### config.mk
export PLATFORM = sky130hd
export DESIGN_NAME = dtc_timer_counter
export DESIGN_NICKNAME = d
export VERILOG_FILES = /design/src/logic/dtc_pkg.sv /design/src/logic/dtc_timer_counter.sv
export SDC_FILE = /design/constraint.sdc
export NUM_CORES = 1
export LEC_CHECK = 0
export BUFFER_PORTS_ARGS = -buffer_cell sky130_fd_sc_hd__buf_4
export CORE_MARGIN = 4
export CORE_UTILIZATION = 55
export DETAILED_ROUTE_END_ITERATION = 8
export MAX_ROUTING_LAYER = met4
export PLACE_DENSITY = 0.73
export SLEW_MARGIN = 5
export SYNTH_ARGS = -nofsm -noshare
export SYNTH_HDL_FRONTEND = slang
export SYNTH_SLANG_ARGS = --single-unit
### constraint.sdc
create_clock -name mclk -period 3.3 [get_ports mclk]
set_input_delay 0.165 -clock mclk [delete_from_list [all_inputs] [get_ports mclk]]
set_output_delay 0.165 -clock mclk [all_outputs]
set_load 0.05 [all_outputs]
### src/logic/dtc_pkg.sv
package dtc_pkg;
  // Register indices on the core's special register port
  localparam logic [2:0] ADDR_MODE_CFG = 3'h0;
  localparam logic [2:0] ADDR_RUN_FLAGS = 3'h1;
  localparam logic [2:0] ADDR_LOW_CH0 = 3'h2;
  localparam logic [2:0] ADDR_HIGH_CH0 = 3'h3;
  localparam logic [2:0] ADDR_LOW_CH1 = 3'h4;
  localparam logic [2:0] ADDR_HIGH_CH1 = 3'h5;

  // timer_mode_config fields, channel 1 in the upper nibble
  localparam int GATE_CH1 = 7;
  localparam int CT_CH1 = 6;
  localparam int MODE_HI_CH1 = 5;
  localparam int MODE_LO_CH1 = 4;
  localparam int GATE_CH0 = 3;
  localparam int CT_CH0 = 2;
  localparam int MODE_HI_CH0 = 1;
  localparam int MODE_LO_CH0 = 0;

  // timer_run_and_flags fields
  localparam int OVF_CH1 = 7;
  localparam int RUN_CH1 = 6;
  localparam int OVF_CH0 = 5;
  localparam int RUN_CH0 = 4;
  localparam int EXT_FLAG_B = 3;
  localparam int EXT_TYPE_B = 2;
  localparam int EXT_FLAG_A = 1;
  localparam int EXT_TYPE_A = 0;

  localparam logic [7:0] MODE_CFG_RST = 8'h00;
  localparam logic [7:0] RUN_FLAGS_RST = 8'h00;
  localparam logic [7:0] COUNT_RST = 8'h00;

  localparam logic [1:0] MODE_13BIT = 2'h0;
  localparam logic [1:0] MODE_16BIT = 2'h1;
  localparam logic [1:0] MODE_RELOAD = 2'h2;
  localparam logic [1:0] MODE_SPLIT = 2'h3;

  // Pin index into the synchroniser bank
  localparam int PIN_IRQ_A = 0;
  localparam int PIN_IRQ_B = 1;
  localparam int PIN_CNT_A = 2;
  localparam int PIN_CNT_B = 3;
  localparam int PIN_COUNT = 4;

  localparam int CLK_PERIOD_NS = 25;
  localparam int MACHINE_CYCLE_NS = 300;
  localparam int MC_CLKS = MACHINE_CYCLE_NS / CLK_PERIOD_NS;
endpackage

### src/logic/dtc_timer_counter.sv
// Overview of operation
// - With gating set, a channel counts only while its interrupt pin is high and its run bit is set, counting falling edges in counter operation.
// - The counter/timer select bit chooses pin-edge counting when 1 and machine-cycle counting when 0.
// - Each channel decodes a two-bit mode: 13-bit, 16-bit, 8-bit auto-reload, split/stop.
// - In 13-bit mode the low byte keeps 5 count bits and its upper 3 bits stay zero.
// - In auto-reload mode only the low byte counts and is reloaded from the high byte on overflow.
// - Channel 1 in split mode stops; channel 0 in split mode becomes two 8-bit counters.
// - In split mode the channel 0 low byte uses channel 0 controls and flag, the high byte channel 1 run bit and flag.
// - Overflow flags are set by hardware, cleared by software or when the interrupt is taken.
// - A channel counts only while its run bit is set.
// - An interrupt edge flag is set by a falling edge on its pin and cleared when the interrupt is taken.
// - An interrupt type bit chooses edge or low-level triggering.
// - Timer operation advances once per machine cycle of 12 clocks.
// - A count-input falling edge takes two machine cycles to detect; each level must last one machine cycle.
`timescale 1ns/1ps
module dtc_timer_counter #(
  parameter int MC_CLKS = dtc_pkg::MC_CLKS
) (
  input wire logic mclk,
  input wire logic sys_rst,
  input wire logic [2:0] sfrAddr,
  input wire logic sfrWe,
  input wire logic [7:0] sfrWdata,
  output logic [7:0] sfrRdata,
  input wire logic ext_irq_pin_a,
  input wire logic ext_irq_pin_b,
  input wire logic count_input_a,
  input wire logic count_input_b,
  input wire logic ackOvfCh0,
  input wire logic ackOvfCh1,
  input wire logic ackExtA,
  input wire logic ackExtB,
  output logic irqOvfCh0,
  output logic irqOvfCh1,
  output logic irqExtA,
  output logic irqExtB
);
  if (MC_CLKS < 2 || MC_CLKS > 255) begin : g_bad_mc
    $error("MC_CLKS out of range");
  end

  localparam int NP = dtc_pkg::PIN_COUNT;

  logic [7:0] timer_mode_config, next_timer_mode_config;
  logic [7:0] timer_run_and_flags, next_timer_run_and_flags;
  logic [7:0] low_count_byte_ch0, next_low_count_byte_ch0;
  logic [7:0] high_count_byte_ch0, next_high_count_byte_ch0;
  logic [7:0] low_count_byte_ch1, next_low_count_byte_ch1;
  logic [7:0] high_count_byte_ch1, next_high_count_byte_ch1;
  logic [7:0] preCnt, next_preCnt;
  logic [NP-1:0] syncA, syncB, syncC, pinFilt, next_pinFilt;
  logic [1:0] cntSamp, next_cntSamp;
  logic [1:0] irqPrev, next_irqPrev;
  logic [7:0] next_sfrRdata;

  logic mcTick, en0, en1, tick0, tick1, tickSplitHi;
  logic [1:0] cntFall, irqFall, mode0, mode1;
  logic ovf0, ovf1, wrMode, wrFlags, wrLo0, wrHi0, wrLo1, wrHi1;
  logic [16:0] step0, step1;

  // One step of a non-split channel: {overflow, high, low}
  function automatic logic [16:0] stepCount(
    input logic [1:0] mode,
    input logic [7:0] lo,
    input logic [7:0] hi,
    input logic tick
  );
    logic [13:0] c13;
    logic [16:0] c16;
    c13 = 14'h0000;
    c16 = 17'h00000;
    stepCount = {1'b0, hi, lo};
    if (tick) begin
      case (mode)
        dtc_pkg::MODE_13BIT: begin
          c13 = {1'b0, hi, lo[4:0]} + 14'h0001;
          stepCount = {c13[13], c13[12:5], 3'h0, c13[4:0]};
        end
        dtc_pkg::MODE_16BIT: begin
          c16 = {1'b0, hi, lo} + 17'h00001;
          stepCount = c16;
        end
        dtc_pkg::MODE_RELOAD: begin
          if (lo == 8'hFF) begin
            stepCount = {1'b1, hi, hi};
          end else begin
            stepCount = {1'b0, hi, lo + 8'h01};
          end
        end
        default: stepCount = {1'b0, hi, lo};
      endcase
    end
  endfunction

  assign mode0 = {timer_mode_config[dtc_pkg::MODE_HI_CH0],
                  timer_mode_config[dtc_pkg::MODE_LO_CH0]};
  assign mode1 = {timer_mode_config[dtc_pkg::MODE_HI_CH1],
                  timer_mode_config[dtc_pkg::MODE_LO_CH1]};
  assign mcTick = (preCnt == 8'(MC_CLKS - 1));
  // Edge seen between two machine-cycle samples
  assign cntFall = cntSamp & ~pinFilt[dtc_pkg::PIN_CNT_B:dtc_pkg::PIN_CNT_A];
  // Interrupt pins are watched every clock for the edge flags
  assign irqFall = irqPrev & ~pinFilt[dtc_pkg::PIN_IRQ_B:dtc_pkg::PIN_IRQ_A];

  assign en0 = timer_run_and_flags[dtc_pkg::RUN_CH0]
      & (~timer_mode_config[dtc_pkg::GATE_CH0]
         | pinFilt[dtc_pkg::PIN_IRQ_A]);
  assign en1 = timer_run_and_flags[dtc_pkg::RUN_CH1]
      & (~timer_mode_config[dtc_pkg::GATE_CH1]
         | pinFilt[dtc_pkg::PIN_IRQ_B]);
  assign tick0 = mcTick & en0
      & (~timer_mode_config[dtc_pkg::CT_CH0] | cntFall[0]);
  assign tick1 = mcTick & en1
      & (~timer_mode_config[dtc_pkg::CT_CH1] | cntFall[1]);
  // Split high byte is a plain timer run by channel 1's run bit
  assign tickSplitHi = mcTick & timer_run_and_flags[dtc_pkg::RUN_CH1];

  assign wrMode = sfrWe && sfrAddr == dtc_pkg::ADDR_MODE_CFG;
  assign wrFlags = sfrWe && sfrAddr == dtc_pkg::ADDR_RUN_FLAGS;
  assign wrLo0 = sfrWe && sfrAddr == dtc_pkg::ADDR_LOW_CH0;
  assign wrHi0 = sfrWe && sfrAddr == dtc_pkg::ADDR_HIGH_CH0;
  assign wrLo1 = sfrWe && sfrAddr == dtc_pkg::ADDR_LOW_CH1;
  assign wrHi1 = sfrWe && sfrAddr == dtc_pkg::ADDR_HIGH_CH1;

  assign irqOvfCh0 = timer_run_and_flags[dtc_pkg::OVF_CH0];
  assign irqOvfCh1 = timer_run_and_flags[dtc_pkg::OVF_CH1];
  assign irqExtA = timer_run_and_flags[dtc_pkg::EXT_FLAG_A];
  assign irqExtB = timer_run_and_flags[dtc_pkg::EXT_FLAG_B];

  // Pins: three flops, a change is taken once stages two and three agree
  always_comb begin
    for (int i = 0; i < NP; i++) begin
      next_pinFilt[i] = (syncB[i] == syncC[i]) ? syncC[i] : pinFilt[i];
    end
  end

  always_ff @(posedge mclk or posedge sys_rst) begin
    if (sys_rst) begin
      syncA <= '1;
      syncB <= '1;
      syncC <= '1;
      pinFilt <= '1;
    end else begin
      syncA <= {count_input_b, count_input_a, ext_irq_pin_b, ext_irq_pin_a};
      syncB <= syncA;
      syncC <= syncB;
      pinFilt <= next_pinFilt;
    end
  end

  always_comb begin
    next_preCnt = mcTick ? 8'h00 : preCnt + 8'h01;
    next_cntSamp = cntSamp;
    if (mcTick) begin
      // Count inputs sampled once per machine cycle
      next_cntSamp = pinFilt[dtc_pkg::PIN_CNT_B:dtc_pkg::PIN_CNT_A];
    end
    next_irqPrev = pinFilt[dtc_pkg::PIN_IRQ_B:dtc_pkg::PIN_IRQ_A];

    next_timer_mode_config = wrMode ? sfrWdata : timer_mode_config;

    step0 = stepCount(mode0, low_count_byte_ch0, high_count_byte_ch0,
                      tick0);
    step1 = stepCount(mode1, low_count_byte_ch1, high_count_byte_ch1,
                      tick1);
    ovf0 = step0[16];
    ovf1 = step1[16];
    next_low_count_byte_ch0 = step0[7:0];
    next_high_count_byte_ch0 = step0[15:8];
    next_low_count_byte_ch1 = step1[7:0];
    next_high_count_byte_ch1 = step1[15:8];
    if (mode0 == dtc_pkg::MODE_SPLIT) begin
      next_low_count_byte_ch0 = low_count_byte_ch0 + 8'(tick0);
      next_high_count_byte_ch0 = high_count_byte_ch0 + 8'(tickSplitHi);
      ovf0 = tick0 && low_count_byte_ch0 == 8'hFF;
      // Channel 1 keeps counting but its overflow flag now belongs to
      // the split high byte
      ovf1 = tickSplitHi && high_count_byte_ch0 == 8'hFF;
    end

    if (wrLo0) next_low_count_byte_ch0 = sfrWdata;
    if (wrHi0) next_high_count_byte_ch0 = sfrWdata;
    if (wrLo1) next_low_count_byte_ch1 = sfrWdata;
    if (wrHi1) next_high_count_byte_ch1 = sfrWdata;
    // Use the incoming mode so the upper bits never show set
    if (next_timer_mode_config[dtc_pkg::MODE_HI_CH0:dtc_pkg::MODE_LO_CH0]
        == dtc_pkg::MODE_13BIT) next_low_count_byte_ch0[7:5] = 3'h0;
    if (next_timer_mode_config[dtc_pkg::MODE_HI_CH1:dtc_pkg::MODE_LO_CH1]
        == dtc_pkg::MODE_13BIT) next_low_count_byte_ch1[7:5] = 3'h0;

    // Flags: write, then acknowledge clear, then hardware set wins
    next_timer_run_and_flags = wrFlags ? sfrWdata : timer_run_and_flags;
    if (ackOvfCh0) next_timer_run_and_flags[dtc_pkg::OVF_CH0] = 1'b0;
    if (ackOvfCh1) next_timer_run_and_flags[dtc_pkg::OVF_CH1] = 1'b0;
    if (ackExtA) next_timer_run_and_flags[dtc_pkg::EXT_FLAG_A] = 1'b0;
    if (ackExtB) next_timer_run_and_flags[dtc_pkg::EXT_FLAG_B] = 1'b0;
    if (ovf0) next_timer_run_and_flags[dtc_pkg::OVF_CH0] = 1'b1;
    if (ovf1) next_timer_run_and_flags[dtc_pkg::OVF_CH1] = 1'b1;
    if (timer_run_and_flags[dtc_pkg::EXT_TYPE_A]) begin
      if (irqFall[0]) next_timer_run_and_flags[dtc_pkg::EXT_FLAG_A] = 1'b1;
    end else begin
      // Level mode: the flag mirrors the pin, so acks cannot drop it
      next_timer_run_and_flags[dtc_pkg::EXT_FLAG_A] =
          ~pinFilt[dtc_pkg::PIN_IRQ_A];
    end
    if (timer_run_and_flags[dtc_pkg::EXT_TYPE_B]) begin
      if (irqFall[1]) next_timer_run_and_flags[dtc_pkg::EXT_FLAG_B] = 1'b1;
    end else begin
      next_timer_run_and_flags[dtc_pkg::EXT_FLAG_B] =
          ~pinFilt[dtc_pkg::PIN_IRQ_B];
    end

    case (sfrAddr)
      dtc_pkg::ADDR_MODE_CFG: next_sfrRdata = timer_mode_config;
      dtc_pkg::ADDR_RUN_FLAGS: next_sfrRdata = timer_run_and_flags;
      dtc_pkg::ADDR_LOW_CH0: next_sfrRdata = low_count_byte_ch0;
      dtc_pkg::ADDR_HIGH_CH0: next_sfrRdata = high_count_byte_ch0;
      dtc_pkg::ADDR_LOW_CH1: next_sfrRdata = low_count_byte_ch1;
      dtc_pkg::ADDR_HIGH_CH1: next_sfrRdata = high_count_byte_ch1;
      default: next_sfrRdata = 8'h00;
    endcase
  end

  always_ff @(posedge mclk or posedge sys_rst) begin
    if (sys_rst) begin
      preCnt <= 8'h00;
      cntSamp <= 2'h3;
      irqPrev <= 2'h3;
      timer_mode_config <= dtc_pkg::MODE_CFG_RST;
      timer_run_and_flags <= dtc_pkg::RUN_FLAGS_RST;
      low_count_byte_ch0 <= dtc_pkg::COUNT_RST;
      high_count_byte_ch0 <= dtc_pkg::COUNT_RST;
      low_count_byte_ch1 <= dtc_pkg::COUNT_RST;
      high_count_byte_ch1 <= dtc_pkg::COUNT_RST;
      sfrRdata <= 8'h00;
    end else begin
      preCnt <= next_preCnt;
      cntSamp <= next_cntSamp;
      irqPrev <= next_irqPrev;
      timer_mode_config <= next_timer_mode_config;
      timer_run_and_flags <= next_timer_run_and_flags;
      low_count_byte_ch0 <= next_low_count_byte_ch0;
      high_count_byte_ch0 <= next_high_count_byte_ch0;
      low_count_byte_ch1 <= next_low_count_byte_ch1;
      high_count_byte_ch1 <= next_high_count_byte_ch1;
      sfrRdata <= next_sfrRdata;
    end
  end
endmodule
Word level (Yosys, flattened, before mapping)
Cells that the tools add are included.

word-level totals
  register bits after elaboration = 84
  output and inout bits = 12
  logic and storage cells = 139

operators by class
  add/subtract/negate cells = 9
  eq/ne operators = 22
  mux-type cells = 30
  bitwise gates (word level) = 21
  reduce and logical (&&, ||, !) cells = 33

operators with widths
  kind                                            count
  one-hot mux 17 bit (3 select lines)             2
  two-way mux 17 bit                              4
  two-way mux 8 bit                               8
  one-hot mux 8 bit (6 select lines)              1
  adder 16 x 1 -> 17 bit (second input constant)  2
  adder 13 x 1 -> 14 bit (second input constant)  2
  adder 8 x 1 -> 8 bit (second input constant)    3
  == test 8 bit (second input constant)           3
  nonzero test 3 bit                              6
  adder 8 x 1 -> 8 bit                            2
  two-way mux 1 bit                               12
  nonzero test 4 bit                              3
  nonzero test 5 bit                              2
  == test 8 x 4 -> 1 bit (second input constant)  1
  logical AND 1 bit                               8
  logical NOT 2 bit                               4
  != test 4 x 2 -> 1 bit (second input constant)  2
  AND reduction 2 bit                             4
  bitwise AND 1 bit                               7
  == test 2 bit (second input constant)           3
  == test 3 x 2 -> 1 bit (second input constant)  2
  == test 3 bit (second input constant)           2
  two-way mux 3 bit                               2
  two-way mux 6 bit                               1
  13 further kinds                                29

Longest topological paths before layout
  word-level depth = 9
  mapped depth = 11
  gate-level depth less buffers = 11

Worst setup path after synthesis
No wires, ideal clock.

  path type = reg-to-reg
  start = register cntSamp[0]
  end = register low_count_byte_ch0[6]
  library setup time = 0.120 ns
  arrival time = 2.404 ns
  setup slack = 0.776 ns
  cell stages (with the launch flop) = 12
  buffers on the path = 0
  period minus slack after synthesis = 2.524 ns
  cell sequence = dfstp_2 -> or2b_2 -> a211oi_1 -> nand2_1 -> inv_1 -> ha_1 -> ha_1 -> nand2_1 -> o21a_1 -> o21ai_0 -> a311oi_1 -> a31o_2

between the ends
  cells in the longest elaborated chain, start to end = 7

RTL lines
  element                   line                      RTL
  start: declaration        dtc_timer_counter.sv:52   logic [1:0] cntSamp, next_cntSamp;
  start signal: assignment  dtc_timer_counter.sv:238  cntSamp <= next_cntSamp;
  bitwise AND 2 bit (*)     dtc_timer_counter.sv:101  assign cntFall = cntSamp & ~pinFilt[dtc_pkg::PIN_CNT_B:dtc_pkg::PIN_CNT_A];
  bitwise OR 1 bit (*)      dtc_timer_counter.sv:112  & (~timer_mode_config[dtc_pkg::CT_CH0] | cntFall[0]);
  bitwise AND 1 bit (*)     dtc_timer_counter.sv:112
  adder 8 x 1 -> 8 bit      dtc_timer_counter.sv:173  next_low_count_byte_ch0 = low_count_byte_ch0 + 8'(tick0);
  two-way mux 8 bit         dtc_timer_counter.sv:172  if (mode0 == dtc_pkg::MODE_SPLIT) begin
  two-way mux 8 bit         dtc_timer_counter.sv:181  if (wrLo0) next_low_count_byte_ch0 = sfrWdata;
  two-way mux 3 bit         dtc_timer_counter.sv:186  if (next_timer_mode_config[dtc_pkg::MODE_HI_CH0:dtc_pkg::MODE_LO_CH0]
  end signal: assignment    dtc_timer_counter.sv:231  low_count_byte_ch0 <= dtc_pkg::COUNT_RST;
  end signal: assignment    dtc_timer_counter.sv:242  low_count_byte_ch0 <= next_low_count_byte_ch0;
  end: declaration          dtc_timer_counter.sv:46   logic [7:0] low_count_byte_ch0, next_low_count_byte_ch0;

Every way passes the cells marked *; elsewhere a longest branch is shown, timed or not.
A chain may end at the register's enable or synchronous reset.

Final worst setup path
Same ends and word-level chain as after synthesis.

==> results.toml <==
[drt]
routedWlPerCell_um = 21.2
wirelength_um = 17000
first_iter_violations = 628
ant_nets = 0
viasPerCell = 6.66
remaining_drc_errors = 0
firstDrtPassIters = 5
via_count = 5318

[floorplan]
ios = 34
die_area_um2 = 12100
die_h_um = 110
start_util = 0.574
rows = 36
die_width_um = 110
core_um2 = 9950

[critical_path]
reg2reg_depth = 11
worst_setup_path_end_kind = "register"
crit_type = "register to register"
cp.required_ps = 3560
worst-path-max-fanout = 4
arrival_ps = 3090
r2r_slack_ps = 470
regToRegStartpoint = "cntSamp[0]"
critPathLaunchType = "register"
r2r_end = "low_count_byte_ch0[6]"

[worst_hold_path]
hp-class = "primary input to async pin"

[global_route]
grt_pass1_wl_um = 27100
grt_pass1_vias = 4878
grt_start_max_net_pins = 57
grt_overflow = 0
grtUsageTotal = 0.302
antenna_found_initial = 0

[timing]
finalCritPeriodShare = 0.857
rsz0062_at_grt = "false"
timing.fmax_mhz = 354
max_slew_margin = 0.387
drv_slew = 0
holdWs_ps = -15.8
tightest_slew_ps = 919
finalCriticalPeriod_ps = 2830
hold_violations = 16
setup_violations = 0
fin_skew_ps = 16.7
tns_ps = 0

[synth]
syn_inst = 648
yosysSeqAreaShare = 0.373
ys_warn_count = 0
synth_edf_count = 0
syn_avg_cell_area_um2 = 8.81
synth_area_leaders = "dfrtp_1 (28%), dfstp_2 (9.2%), o21ai_0 (4.5%)"
synth_common_cells = "dfrtp_1 (64), nand2_1 (64), nor2_1 (51), o21ai_0 (51), a21oi_1 (39)"
synth.largest_area_cell = "dfrtp_1"
async_reset_ff_frac = 1.00
synthFlopType = "dfrtp_1"
ys_types = 75
synth_top_area_frac = 0.281
synth_nets = 685
syn_area_um2 = 5710
ys_seq_elements = 84

[clock_tree]
cts_hold_buf = 6
cts_tree = "built"
cts.reportedPaths.clkPinSlew_ps = 90
clockRootBuffer = "clkbuf_8"
cts_buffer_depth = 2
cts_num_sinks = 84
cts-buffers-inserted = 9
cts_setup_buffers = 0
post_cts_resize_count = 0
insertion_delay_ps = 360
htreeDepth = 3

[status]
outcome = "finished with violations"
violations = "hold timing"

[layout]
layout-drive-gt1-share = 0.174
area_delta_synth_final_pct = 8.81
nets = 698
diodes = 0

[place]
dpl.hpwl_um = 12300
portBuffers = 33
place_congestion = 0.974

[power]
powerDensity_nw_per_um2 = 538
fin_total_pwr_uw = 3340
ir_worst_vdd_mv = 0.270
p_leak_uw = 0.00248

[run]
cap_violations = 0
## power breakdown
group          switching [uW]  internal (uW)
clock network             387            413
logic                     624            408
registers                 303           1210
total                    1310           2030
## through the flow
stage,std cells,worst slack (ps),hold WS [ps],util,instance area (um^2)
after global routing,799,236,6.51,0.624,6210
after global placement,777,621,274,0.597,5940
after floorplan,648,776,169,-,5710
after CTS,799,494,8.25,0.624,6210
final,799,473,-15.8,0.624,6210
after detailed placement,777,520,275,0.597,5940
## flip-flops by register name, indices dropped and copies added, names as in the netlist
signal and cells:
pinFilt 4, syncA 4, low_count_byte_ch1 8, preCnt 8
timer_mode_config 8, cntSamp 2, timer_run_and_flags 8, high_count_byte_ch1 8
high_count_byte_ch0 8, sfrRdata 8, irqPrev 2, low_count_byte_ch0 8
syncB 4, syncC 4
## cell families after synthesis
kind of cell             count (synthesis)  synth area share
buffers and inverters                   73            0.0651
AO/OA/AOI/OAI                          196             0.227
adder cells (fa/ha/maj)                 19            0.0399
flip-flops                              84             0.373
AND/OR/NAND/NOR                        227             0.203
multiplexers                            26            0.0570
XOR/XNOR                                23            0.0353
## placed cells by master (no fill, tap or decap), types with 3 or more instances in the layout
cell type       n
a211oi_1        6
a21boi_0        3
a21oi_1        39
a221oi_1       10
a22oi_1        17
a311oi_1        3
a31oi_1        10
a41oi_1         3
and2_1          5
and3_1          9
and4_1          5
buf_4          45
clkbuf_8       12
dfrtp_1        64
dfstp_2        20
dlygate4sd3_1   6
ha_1           15
inv_1          23
maj3_1          4
mux2_2         12
mux2i_1        10
mux4_2          4
nand2_1        64
nand2b_1        3
nand3_1        36
nand4_1         8
nor2_1         51
nor2b_1         3
nor3_1         19
nor3b_1         4
o211ai_1        7
o21ai_0        51
o221ai_1        5
o22ai_1        10
o31ai_1         6
or2_2           3
xnor2_1        12
xor2_1         11
## how the worst max path moves through the flow
stage                           from                    end  slack (ps)  depth (start not counted)
after CTS                 cntSamp[0]  low_count_byte_ch0[6]         490                         11
final                     cntSamp[0]  low_count_byte_ch0[6]         470                         11
after global placement    cntSamp[0]  low_count_byte_ch0[6]         620                         11
after detailed placement  cntSamp[0]  low_count_byte_ch0[6]         520                         11
after floorplan           cntSamp[0]  low_count_byte_ch0[6]         780                         11
after global routing      cntSamp[0]  low_count_byte_ch0[6]         240                         11
## routing by layer
layer,vias up,GRT usage,wire length (um)
met1,2514,0.437,7310
met4,0,0.0971,460
met2,342,0.419,7220
met5,-,-,0
met3,41,0.0693,1980
li1,2421,-,-
## worst max-delay path: stages (launching register included)
cell and delay, ps:
dfstp_2 530, or2b_2 310, a211oi_1 390, nand2_1 200, inv_1 130, ha_1 230, ha_1 230, nand2_1 80
o21a_1 170, o21ai_0 150, a311oi_1 110, a31o_2 220
## layout make-up
type,count,area (um^2)
Timing Repair Buffer,51,398
Clock buffer,13,169
Multi-Input combinational cell,491,3220
Tap cell,133,166
Inverter,24,91.3
Clock inverter,3,43.8
Fill cell,854,3740
Sequential cell,84,2130
No activity file was read; power rests on OpenSTA's default activity.
